**src/pkg/oir_consts.svh**
```systemverilog
/*
 * register offsets, field positions, reset values and pwm timing for the
 * output intensity register bank.
 * assumes it is included by bare name from packages and design files.
 */
`ifndef OIR_CONSTS_SVH
`define OIR_CONSTS_SVH

// register addresses on the internal register port
`define OIR_ADDR_MASTER_P8 8'h0e
`define OIR_ADDR_DUTY_10 8'h10
`define OIR_ADDR_DUTY_32 8'h11
`define OIR_ADDR_DUTY_54 8'h12
`define OIR_ADDR_DUTY_76 8'h13

// nibble fields within each byte
`define OIR_LO_NIB_MSB 3
`define OIR_LO_NIB_LSB 0
`define OIR_HI_NIB_MSB 7
`define OIR_HI_NIB_LSB 4

// reset values
`define OIR_DUTY_RESET 8'h00
`define OIR_MASTER_RESET 8'h00
`define OIR_UNMAPPED_READ 8'h00

// nibble value meaning static, unmodulated output
`define OIR_NIB_STATIC 4'hf
// master value meaning oscillator stopped
`define OIR_MASTER_OFF 4'h0

// pwm timing: one pwm slot every OIR_SLOT_DIV+1 (16) clocks of 40 ns
`define OIR_CLK_NS 40
`define OIR_SLOT_NS 640
`define OIR_SLOT_DIV 4'((`OIR_SLOT_NS + `OIR_CLK_NS - 1) / `OIR_CLK_NS - 1)
// fine counter runs 0..14 (master fifteenths), coarse runs 0..15
`define OIR_FINE_LAST 4'he
`define OIR_COARSE_LAST 4'hf

`endif

```
**src/pkg/oir_pkg.sv**
```systemverilog
/*
 * types for the output intensity register bank.
 * assumes oir_consts.svh is on the include path.
 */
`include "oir_consts.svh"

package oir_pkg;

   // register and pwm state of the bank
   typedef struct packed {
      logic [3:0][7:0] duty;
      logic [7:0] master_p8;
      logic [3:0] div;
      logic [3:0] fine;
      logic [3:0] coarse;
      logic [7:0] rdata;
      logic [8:0] sink;
   } oir_state_s;

   // register access request from the serial interface
   typedef struct packed {
      logic wr;
      logic rd;
      logic [7:0] addr;
      logic [7:0] wdata;
   } oir_req_s;

endpackage

```
**src/core/oir_duty_cell.sv**
```systemverilog
/*
 * per-output duty decision: whether one led port sinks in the current slot.
 * assumes counters come from the bank's pwm timebase on the same clock.
 */
`include "oir_consts.svh"
`timescale 1ns/10ps
`default_nettype none

module oir_duty_cell (
   input wire logic [3:0] nib_i,
   input wire logic [3:0] master_i,
   input wire logic [3:0] fine_i,
   input wire logic [3:0] coarse_i,
   output logic on_o
);

   always_comb
   begin
      if (nib_i == `OIR_NIB_STATIC)
      begin
         on_o = 1'b1;
      end
      else if (master_i == `OIR_MASTER_OFF)
      begin
         on_o = 1'b0;
      end
      else
      begin
         on_o = (coarse_i <= nib_i) && (fine_i < master_i);
      end
   end

endmodule // oir_duty_cell

`default_nettype wire

```
**src/core/oir_top.sv**
```systemverilog
/*
 * output intensity register bank with master and per-port pwm for nine
 * open-drain led ports.
 * assumes a serial interface on the same clock issues single-cycle
 * register writes and reads; pads resolve the open-drain outputs.
 */
`include "oir_consts.svh"
`timescale 1ns/10ps
`default_nettype none

// Summary of operation
// - address 0x10 holds port 0 duty in bits 3..0, port 1 in 7..4.
// - address 0x11 holds port 2 duty low nibble, port 3 high nibble.
// - address 0x12 holds port 4 duty low nibble, port 5 high nibble.
// - address 0x13 holds port 6 duty low nibble, port 7 high nibble.
// - duty registers are writable and read back the last byte written.
// - nibble n below 15 gives pwm duty of (n+1)/16 scaled by master/15.
// - nibble 15 holds the port at a steady level, no pwm.
// - address 0x0e low nibble is port 8 duty, high nibble is master.
// - master zero stops the oscillator; all ports static.
module oir_top (
   input wire logic clk_i,
   input wire logic resetn_i,
   input wire logic wr_en_i,
   input wire logic rd_en_i,
   input wire logic [7:0] addr_i,
   input wire logic [7:0] wdata_i,
   output logic [7:0] rdata_o,
   output logic [8:0] led_port_o,
   output logic [8:0] led_port_oe_o
);

   oir_pkg::oir_state_s s_q;
   oir_pkg::oir_state_s s_d;
   oir_pkg::oir_req_s req;
   logic [8:0][3:0] nib;
   logic [3:0] master;
   logic [8:0] on;
   logic osc_run;
   logic slot_tick;

   assign req = '{wr: wr_en_i, rd: rd_en_i, addr: addr_i, wdata: wdata_i};

   // returns the duty register index for an address, or 3'h4 for any other address (0x0e included)
   function automatic logic [2:0] duty_index(input logic [7:0] a);
      case (a)
         `OIR_ADDR_DUTY_10: duty_index = 3'h0;
         `OIR_ADDR_DUTY_32: duty_index = 3'h1;
         `OIR_ADDR_DUTY_54: duty_index = 3'h2;
         `OIR_ADDR_DUTY_76: duty_index = 3'h3;
         default: duty_index = 3'h4;
      endcase
   endfunction

   always_comb
   begin
      for (int k = 0; k < 4; k++)
      begin
         nib[2*k] = s_q.duty[k][`OIR_LO_NIB_MSB:`OIR_LO_NIB_LSB];
         nib[2*k+1] = s_q.duty[k][`OIR_HI_NIB_MSB:`OIR_HI_NIB_LSB];
      end
      nib[8] = s_q.master_p8[`OIR_LO_NIB_MSB:`OIR_LO_NIB_LSB];
   end
   assign master = s_q.master_p8[`OIR_HI_NIB_MSB:`OIR_HI_NIB_LSB];

   assign osc_run = (master != `OIR_MASTER_OFF);
   assign slot_tick = osc_run && (s_q.div == `OIR_SLOT_DIV);

   for (genvar g = 0; g < 9; g++)
   begin : g_cell
      oir_duty_cell u_cell (
         .nib_i(nib[g]),
         .master_i(master),
         .fine_i(s_q.fine),
         .coarse_i(s_q.coarse),
         .on_o(on[g])
      );
   end

   always_comb
   begin
      logic [2:0] idx;
      idx = duty_index(req.addr);
      s_d = s_q;
      if (req.wr)
      begin
         if (idx != 3'h4)
         begin
            s_d.duty[idx[1:0]] = req.wdata;
         end
         else if (req.addr == `OIR_ADDR_MASTER_P8)
         begin
            s_d.master_p8 = req.wdata;
         end
      end
      if (req.rd)
      begin
         if (idx != 3'h4)
         begin
            s_d.rdata = s_q.duty[idx[1:0]];
         end
         else if (req.addr == `OIR_ADDR_MASTER_P8)
         begin
            s_d.rdata = s_q.master_p8;
         end
         else
         begin
            s_d.rdata = `OIR_UNMAPPED_READ;
         end
      end
      // timebase cleared and held at zero when master is off
      if (!osc_run)
      begin
         s_d.div = 4'h0;
         s_d.fine = 4'h0;
         s_d.coarse = 4'h0;
      end
      else if (slot_tick)
      begin
         s_d.div = 4'h0;
         // fine (master) nested inside coarse (port)
         if (s_q.fine == `OIR_FINE_LAST)
         begin
            s_d.fine = 4'h0;
            s_d.coarse = s_q.coarse + 4'h1;
         end
         else
         begin
            s_d.fine = s_q.fine + 4'h1;
         end
      end
      else
      begin
         s_d.div = s_q.div + 4'h1;
      end
      s_d.sink = on;
   end

   always_ff @(posedge clk_i or negedge resetn_i)
   begin
      if (!resetn_i)
      begin
         s_q.duty <= {4{`OIR_DUTY_RESET}};
         s_q.master_p8 <= `OIR_MASTER_RESET;
         s_q.div <= 4'h0;
         s_q.fine <= 4'h0;
         s_q.coarse <= 4'h0;
         s_q.rdata <= 8'h00;
         s_q.sink <= 9'h000;
      end
      else
      begin
         s_q <= s_d;
      end
   end

   assign rdata_o = s_q.rdata;
   assign led_port_oe_o = s_q.sink;
   // open drain: the driven level is always low
   assign led_port_o = 9'h000;
endmodule // oir_top

`default_nettype wire

```
**config.mk**
```make
export PLATFORM = sky130hd
export DESIGN_NAME = oir_top
export DESIGN_NICKNAME = d
export VERILOG_FILES = /design/src/pkg/oir_pkg.sv /design/src/core/oir_duty_cell.sv /design/src/core/oir_top.sv
export VERILOG_INCLUDE_DIRS = /design/src /design/src/pkg
export SDC_FILE = /design/constraint.sdc
export NUM_CORES = 1
export LEC_CHECK = 0
export BUFFER_PORTS_ARGS = -buffer_cell sky130_fd_sc_hd__buf_2
export CAP_MARGIN = 10
export CORE_ASPECT_RATIO = 0.8
export CORE_MARGIN = 5
export CORE_UTILIZATION = 44
export DETAILED_ROUTE_END_ITERATION = 12
export HOLD_SLACK_MARGIN = 0.03
export PLACE_DENSITY_LB_ADDON = 0.15
export SYNTH_ARGS = -nofsm -noshare
export SYNTH_HDL_FRONTEND = slang
export SYNTH_SLANG_ARGS = --single-unit
```
**constraint.sdc**
```tcl
create_clock -name clk_i -period 4.35 [get_ports clk_i]
set_input_delay 0.435 -clock clk_i [delete_from_list [all_inputs] [get_ports clk_i]]
set_output_delay 0.435 -clock clk_i [all_outputs]
set_load 0.02 [all_outputs]
```
==> results of run 1 <==
worst min-delay path by stage:
stage                   from          endpoint  slack (ns)  cells past startpoint
floorplan           resetn_i  led_port_oe_o[0]        0.14                      0
global placement     s_q[25]           s_q[25]        0.48                      1
detailed placement   s_q[25]           s_q[25]        0.48                      1
CTS                 resetn_i           s_q[21]        0.30                      1
global route        resetn_i           s_q[28]        0.36                      1
finish              resetn_i           s_q[21]        0.27                      1
kinds of logic after synthesis:
kind of cell               Yosys count  share of synthesized area, %
AOI/OAI and AO/OA                   66                          9.18
xor gates and xnor gates             4                         0.821
adders and majority gates           43                          12.6
buffers and inverters               69                          8.62
DFF                                 69                          40.5
muxes                               48                          15.1
other                                1                        0.0879
and+or+nand+nor                     83                          13.1
stage by stage:
step	util [%]	instances	instance area [sq um]	power, mW	hold slack [ns]
after floorplan	-	391	4300	0.866	0.139
after global placement	45.9	513	4400	0.915	0.482
after detailed placement	45.9	513	4400	0.919	0.484
after CTS	48.8	528	4670	1.62	0.301
after global routing	48.8	528	4670	1.68	0.363
final	48.8	528	4670	1.60	0.268
cell type report:
type	instances	area [sq um]	share of cell area, %
Sequential cell	69	1730	37.0
Clock buffer	13	240	5.14
Tap cell	119	149	3.19
Inverter	35	131	2.81
Multi-Input combinational cell	253	2200	47.1
Clock inverter	2	35.0	0.750
Timing Repair Buffer	37	188	4.02
metal layers:
| layer | part of all wire [%] | GRT usage [%] |
|---|---|---|
| met1 | 51 | 25.5 |
| met2 | 43 | 24.7 |
| met3 | 5.1 | 4.69 |
| met4 | 0.82 | 5.19 |
| met5 | 0 | 0 |
state kept, by name (all words and copies together), names as in the netlist:
| name | cells |
|---|---|
| master | 4 |
| nib | 36 |
| led_port_oe_o | 9 |
| s_q | 12 |
| rdata_o | 8 |
synth_stat cells, drive strengths merged:
master    n  area, sq um
nor2     16         60.1
buf      31          225
o21ai    13         65.1
a41o      1         10.0
ha       43          538
nand2     6         22.5
or4       1         7.51
clkbuf    3         11.3
o31ai     1         7.51
a21oi    31          155
and4      9         78.8
conb      1         3.75
nand3    15          100
a211o     1         8.76
a2111oi   1         8.76
o211ai    9         67.6
and2      3         18.8
nor3b     1         18.8
dfrtp    69         1730
mux4      8          180
inv      35          131
nor4      1         12.5
o2bb2ai   1         8.76
nor3      3         26.3
a21o      8         60.1
nor4b     1         8.76
nand4b    2         32.5
and3      2         12.5
xnor2     4         35.0
mux2     40          465
nand4    11         83.8
nor2b    12         75.1
report_power, final:
group	internal [mW]	switching [mW]	total (mW)
clock	0.440	0.255	0.695
combinational	0.0834	0.113	0.197
sequential	0.676	0.0337	0.710
total	1.20	0.401	1.60
==> reports/qor.txt, run 1 <==
clock sinks - 69
initial antenna violation count - 0
Antenna Cells - 0
vias per std cell - 5.56
GRT overflow - 0
startpoint types - flip-flop
layout cells sized above 1 - 25.2%
Crit. Startpoint - master[1]
DR WL/cell - 18.0 microns
drt drc - 0
vias in the first global route - 2,913
Slew Viols, Final - 0
Setup violations, final - 0
CTS tree - done
die height - 98.1 microns
dpl hpwl - 6980 microns
Leak Pwr - 2.23 nW
placer's final routability congestion estimate - 0.803
class of the worst hold path - input port to asynchronous set/reset pin
crit-path cells - nor4_2 -> a211o_1 -> o21ai_0
required time worst endpoint - 4.52 ns
Area Overhead vs Synth - 9.50%
most common cell after layout, fill and taps aside - dfrtp_1
RSZ-0062 raised after global routing - false
syn avg cell area - 11.1 sq um
CORE AREA - 0.00957 sq mm
# Post-CTS Setup Buffers - 0
Worst R2R End - led_port_oe_o[7]
post-cts resize count - 0
FILL cells - 872
Root Driver - clkbuf_16
PortBufs - 36
Seq/Total Area, Yosys - 40.5%
vias - 2,936
critical path endpoint - led_port_oe_o[7]
Total Nets Final - 468
slowest stage delay, CP - 0.69 ns
Setup Skew - 0.00391 ns
DR iter-0 viols - 241
Worst Tran Pin Value - 0.986 ns
critical path depth - 3
Register-to-Register Path Depth - 3
Critical Path Fanout Max - 9
Clk pin slew, worst setup/hold paths - 0.05 ns
period utilization - 45.3%
Global Route Usage Sum - 17.3%
CTS H-tree depth - 3
max_cap viols - 0
Setup WS pre-CTS - 2.28 ns
Initial DRT Pass Iterations - 4
slowest CP cell - nor4_2
initial cell density of the core - 44.6%
Rel. slew slack - 34.3%
f_max - 508 MHz
cell area after synthesis - 0.00427 sq mm
CP bufs+invs - 0
pin count of the biggest net entering global routing - 43
number of distinct library cells after synthesis - 40
Synth Warn # - 0
critical path capture point type - flip-flop
Final min period - 1.97 ns
global-route wire length before repair - 15,800 microns
I/O Pins - 46
commonest non-fill, non-tap cells in the layout - dfrtp_1 (69), ha_1 (43), mux2_2 (36), buf_2 (36), inv_1 (35)
CP top delay family - compound AO/OA/AOI/OAI gates
Clk Latency, worst-skew pair - 0.33 ns
kind of critical path - flip-flop to flip-flop
Final Hold Viols - 0
Post-CTS Hold Fix Bufs - 0
Num CTS Buffers - 9
Die Width - 120 microns
final worst slack - 2.38 ns
drt total wl - 9510 microns
run status - finished clean
Max VDD drop - 199 uV
Critical R2R Launch - master[1]
CP Data Arrival Time - 2.14 ns
CTS max path bufs - 2
Synth Register Bits - 69
Die Area - 0.0118 sq mm
synthesized instance count - 383
R2R setup slack - 2.38 ns
TNS Setup - 0 ns
ANT nets after route - 0
num rows - 32
power per cell area - 343 mW/mm^2
Note: power is estimated with default switching activity, not from simulation.
==> run 2, diff against run 1 <==
- clock period: 4.35 -> 2 ns (I/O delays scaled with it)
==> reports/qor.txt, run 2 (synthesis gave the netlist of run 1 again) <==
critical path capture point type - flip-flop (unchanged)
class of the worst hold path - input port to flip-flop (was input port to asynchronous set/reset pin)
global-route wire length before repair - 15,900 microns (was 15,800 microns)
Rel. slew slack - 58.6% (was 34.3%)
initial cell density of the core - 44.6% (unchanged)
required time worst endpoint - 2.24 ns (was 4.52 ns)
initial antenna violation count - 0 (unchanged)
Slew Viols, Final - 0 (unchanged)
Final min period - 1.77 ns (was 1.97 ns)
Initial DRT Pass Iterations - 4 (unchanged)
Root Driver - clkbuf_16 (unchanged)
Clk Latency, worst-skew pair - 0.33 ns (about the same)
PortBufs - 36 (unchanged)
Total Nets Final - 477 (was 468)
CTS max path bufs - 2 (unchanged)
f_max - 563 MHz (was 508 MHz)
CTS tree - done (unchanged)
slowest stage delay, CP - 0.47 ns (was 0.69 ns)
Die Width - 120 microns (unchanged)
Antenna Cells - 0 (unchanged)
kind of critical path - flip-flop to flip-flop (unchanged)
ANT nets after route - 0 (unchanged)
layout cells sized above 1 - 27.1% (was 25.2%)
run status - finished clean (unchanged)
CP bufs+invs - 1 (was 0)
most used cell, CP - o21ai_0
# Post-CTS Setup Buffers - 0 (unchanged)
CTS H-tree depth - 3 (unchanged)
Setup violations, final - 0 (unchanged)
pin count of the biggest net entering global routing - 28 (was 43)
drt drc - 0 (unchanged)
DR WL/cell - 18.0 microns (about the same)
I/O Pins - 46 (unchanged)
most common cell after layout, fill and taps aside - dfrtp_1 (unchanged)
Post-CTS Hold Fix Bufs - 1 (was 0)
TNS Setup - 0 ns (unchanged)
num rows - 32 (unchanged)
Setup Skew - 0.00527 ns (was 0.00391 ns)
clock sinks - 69 (unchanged)
commonest non-fill, non-tap cells in the layout - dfrtp_1 (69), ha_1 (43), mux2_2 (36), buf_2 (36), inv_1 (35) (unchanged)
post-cts resize count - 0 (unchanged)
Num CTS Buffers - 9 (unchanged)
period utilization - 88.7% (was 45.3%)
RSZ-0062 raised after global routing - false (unchanged)
Critical Path Fanout Max - 9 (unchanged)
Area Overhead vs Synth - 11.5% (was 9.50%)
Largest register FFs - 36 (unchanged)
Leak Pwr - 2.28 nW (was 2.23 nW)
power per cell area - 720 mW/mm^2 (was 343 mW/mm^2)
Core Util, Final - 49.7% (was 48.8%)
Worst Tran Pin Value - 0.621 ns (was 0.986 ns)
max_cap viols - 0 (unchanged)
vias per std cell - 5.43 (was 5.56)
Die Area - 0.0118 sq mm (unchanged)
Register-to-Register Path Depth - 6 (was 3)
crit-path cells - inv_1 -> ha_1 -> a21oi_1 -> o21ai_0 -> a211o_1 -> o21ai_0 (was nor4_2 -> a211o_1 -> o21ai_0)
CP Data Arrival Time - 2.01 ns (was 2.14 ns)
Clk pin slew, worst setup/hold paths - 0.05 ns (about the same)
GRT overflow - 0 (unchanged)
startpoint types - flip-flop (unchanged)
slowest CP cell - a211o_1 (was nor4_2)
critical path depth - 6 (was 3)
Global Route Usage Sum - 17.6% (was 17.3%)
CP top delay family - compound AO/OA/AOI/OAI gates (unchanged)
hold path cells - 2
placer's final routability congestion estimate - 0.795 (was 0.803)
dpl hpwl - 7290 microns (was 6980 microns)
Max VDD drop - 420 uV (was 199 uV)
Final Hold Viols - 0 (unchanged)
die height - 98.1 microns (unchanged)
vias - 2,910 (was 2,936)
vias in the first global route - 2,956 (was 2,913)
drt total wl - 9630 microns (was 9510 microns)
CORE AREA - 0.00957 sq mm (unchanged)
DR iter-0 viols - 98 (was 241)
[run 2: changes by cell type in the layout (fill, tap and decap cells not counted)]
| cell | change |
|---|---|
| buf_4 | +6 |
| clkbuf_1 | -3 |
| buf_12 | +2 |
| clkbuf_8 | +2 |
| bufinv_16 | -1 |
| clkinv_2 | +1 |
| dlygate4sd3_1 | +1 |
[run 2: cell type report]
type	instances	area (sq um)
Clock inverter	2	10.0
Fill cell	873	4810
Timing Repair Buffer	46	283
Multi-Input combinational cell	253	2200
Clock buffer	12	256
Inverter	35	131
Sequential cell	69	1730
Tap cell	119	149
[run 2: report_power, final]
part           leakage (nW)  switching, mW  total (mW)  internal, mW
logic                  1.21          0.250       0.445         0.195
registers             0.943         0.0726        1.54          1.47
clock network         0.134          0.550        1.44         0.888
total                  2.28          0.873        3.43          2.55
[run 2: routing by layer]
metal,vias up,wire length [microns],global-route usage (%)
li1,1415,-,-
met1,1438,4970,26.1
met2,48,4170,25.5
met3,9,377,4.69
met4,0,111,4.58
met5,-,0,0
[run 2: metrics by stage]
step,hold WS (ns),setup slack [ns],cells,power [mW],cell area [sq um]
floorplan,-0.0956,0.399,391,1.88,4300
finish,0.221,0.225,536,3.43,4760
global placement,0.243,0.285,521,2.00,4480
CTS,0.197,0.183,536,3.47,4760
detailed placement,0.254,0.200,521,2.01,4480
global route,0.216,0.0174,536,3.59,4760
[run 2: worst paths after layout]
path,from,endpoint,slack (ns)
worst min register to register,s_q[25],s_q[25],0.51
min in group asynchronous,resetn_i,s_q[26],0.42
worst max-delay path,master[2],led_port_oe_o[2],0.23
worst max register to register,master[2],led_port_oe_o[2],0.23
max in group asynchronous,resetn_i,nib[16],1.00
worst min-delay path,wdata_i[0],nib[0],0.22
[run 2: worst register-to-register path, delay by kind of cell (launching register included)]
family	cells	cell delay, ns
flops	1	0.41
compound gates	4	0.93
buf+inv	1	0.06
fa+ha+maj	1	0.28
==> run 3, diff against run 2 <==
- CORE_UTILIZATION: 44 -> 30
- SETUP_SLACK_MARGIN: unset -> 0.4
==> reports/qor.txt, run 3 (synthesis gave the netlist of run 1 again) <==
TNS Setup - 0 ns (unchanged)
vias - 2,976 (was 2,910)
Die Area - 0.0167 sq mm (was 0.0118 sq mm)
hold path cells - 2 (unchanged)
commonest non-fill, non-tap cells in the layout - dfrtp_1 (66), ha_1 (42), mux2_2 (36), buf_2 (36), inv_1 (33) (was dfrtp_1 (69), ha_1 (43), mux2_2 (36), buf_2 (36), inv_1 (35))
hold endpoint - nib[19] (was nib[0])
die height - 117 microns (was 98.1 microns)
Largest register FFs - 36 (unchanged)
Setup violations, final - 0 (unchanged)
placer's final routability congestion estimate - 0.758 (was 0.795)
dpl hpwl - 7780 microns (was 7290 microns)
critical path capture point type - flip-flop (unchanged)
final worst slack - 0.442 ns (was 0.225 ns)
pin count of the biggest net entering global routing - 70 (was 28)
vias in the first global route - 2,909 (was 2,956)
Total Nets Final - 486 (was 477)
initial cell density of the core - 30.3% (was 44.6%)
Final Hold Viols - 0 (unchanged)
Area Overhead vs Synth - 18.2% (was 11.5%)
startpoint types - flip-flop (unchanged)
PortBufs - 36 (unchanged)
drt total wl - 10,800 microns (was 9630 microns)
hold_sp - wdata_i[3] (was wdata_i[0])
Critical Path Fanout Max - 7 (was 9)
class of the worst hold path - input port to flip-flop (unchanged)
Antenna Cells - 0 (unchanged)
Num CTS Buffers - 9 (unchanged)
most common cell after layout, fill and taps aside - dfrtp_1 (unchanged)
CORE AREA - 0.0141 sq mm (was 0.00957 sq mm)
Worst R2R End - s_q[23] (was led_port_oe_o[2])
Clk pin slew, worst setup/hold paths - 0.06 ns (was 0.05 ns)
global-route wire length before repair - 17,100 microns (was 15,900 microns)
CP Data Arrival Time - 1.78 ns (was 2.01 ns)
f_max - 642 MHz (was 563 MHz)
run status - finished clean (unchanged)
max_cap viols - 0 (unchanged)
period utilization - 77.9% (was 88.7%)
Initial DRT Pass Iterations - 4 (unchanged)
Final min period - 1.56 ns (was 1.77 ns)
Slew Viols, Final - 0 (unchanged)
Hold WS - 0.197 ns (was 0.221 ns)
ANT nets after route - 0 (unchanged)
required time worst endpoint - 2.22 ns (was 2.24 ns)
Global Route Usage Sum - 13.6% (was 17.6%)
kind of critical path - flip-flop to flip-flop (unchanged)
DR iter-0 viols - 143 (was 98)
CTS tree - done (unchanged)
Max VDD drop - 458 uV (was 420 uV)
RSZ-0062 raised after global routing - true (was false)
GRT overflow - 0 (unchanged)
drt drc - 0 (unchanged)
power per cell area - 735 mW/mm^2 (was 720 mW/mm^2)
I/O Pins - 46 (unchanged)
CTS max path bufs - 2 (unchanged)
Root Driver - clkbuf_16 (unchanged)
Register-to-Register Path Depth - 4 (was 6)
num rows - 39 (was 32)
Die Width - 143 microns (was 120 microns)
Setup Skew - 0.00515 ns (was 0.00527 ns)
Setup WS pre-CTS - 0.204 ns (was 0.200 ns)
R2R setup slack - 0.44 ns (was 0.23 ns)
vias per std cell - 4.86 (was 5.43)
initial antenna violation count - 0 (unchanged)
clock sinks - 69 (unchanged)
CTS H-tree depth - 3 (unchanged)
layout cells sized above 1 - 34.1% (was 27.1%)
FILL cells - 1,410 (was 873)
Leak Pwr - 2.35 nW (was 2.28 nW)
Clk Latency, worst-skew pair - 0.33 ns (about the same)
DR WL/cell - 17.6 microns (was 18.0 microns)
Critical R2R Launch - master[1] (was master[2])
[run 3: cell count changes in the layout (fill, tap and decap cells not counted), moves of 3 or more]
cell	change
a21oi_1	-3
a21oi_2	+3
buf_4	+9
dfrtp_1	-3
dfrtp_2	+3
o21ai_0	-8
o21ai_2	+6
[run 3: worst max path at each step]
stage | slack [ns] | start | to | cells after the start
6_report | 0.44 | master[1] | s_q[23] | 4
2_1_floorplan | 0.41 | master[1] | s_q[23] | 5
5_1_grt | 0.39 | master[1] | led_port_oe_o[5] | 6
3_5_place_dp | 0.20 | master[2] | led_port_oe_o[4] | 6
3_3_place_gp | 0.25 | master[2] | led_port_oe_o[5] | 6
4_1_cts | 0.39 | master[2] | led_port_oe_o[1] | 6
[run 3: area by class of cell]
cell class / instances / area [sq um] / share of cell area (%)
multi-input combinational: 254 / 2310 / 45.8
inverter: 35 / 131 / 2.60
timing repair buffer: 54 / 330 / 6.55
tap: 184 / 230 / 4.56
sequential: 69 / 1730 / 34.3
clock buffer: 13 / 270 / 5.36
clock inverter: 3 / 42.5 / 0.843
[run 3: worst max-delay path, cell delays in order (launching register included)]
cell,delay (ns)
dfrtp_2,0.43
or4_4,0.60
nand2_2,0.13
a2111oi_2,0.08
a41o_1,0.21
[run 3: timing repair]
action	4_1_cts	5_1_grt
gates cloned	1	0
hold endpoints to repair	69	0
setup buffers	2	4
gates resized for setup	15	20
pin swaps	1	6
hold buffers	1	0
setup endpoints to repair	12	12
[run 3: layer usage]
metal,global-route usage (%),wire length [microns],up-vias
li1,-,-,1437
met1,20.6,5800,1474
met2,18.7,4360,54
met3,3.48,453,11
met4,4.08,136,0
met5,0,0,-
[run 3: stage by stage]
step	cell area [sq um]	cells	util, %	total power [mW]
6_report	5040	612	35.8	3.71
2_1_floorplan	4300	391	-	1.88
3_5_place_dp	4570	588	32.4	2.02
3_3_place_gp	4570	588	32.4	2.02
5_1_grt	5040	612	35.8	3.89
4_1_cts	4950	608	35.1	3.73
[run 3: power by group]
group	leakage (nW)	internal [mW]	switching (mW)	total (mW)
logic	1.26	0.224	0.285	0.509
registers	0.938	1.47	0.0753	1.55
clock network	0.152	1.07	0.589	1.66
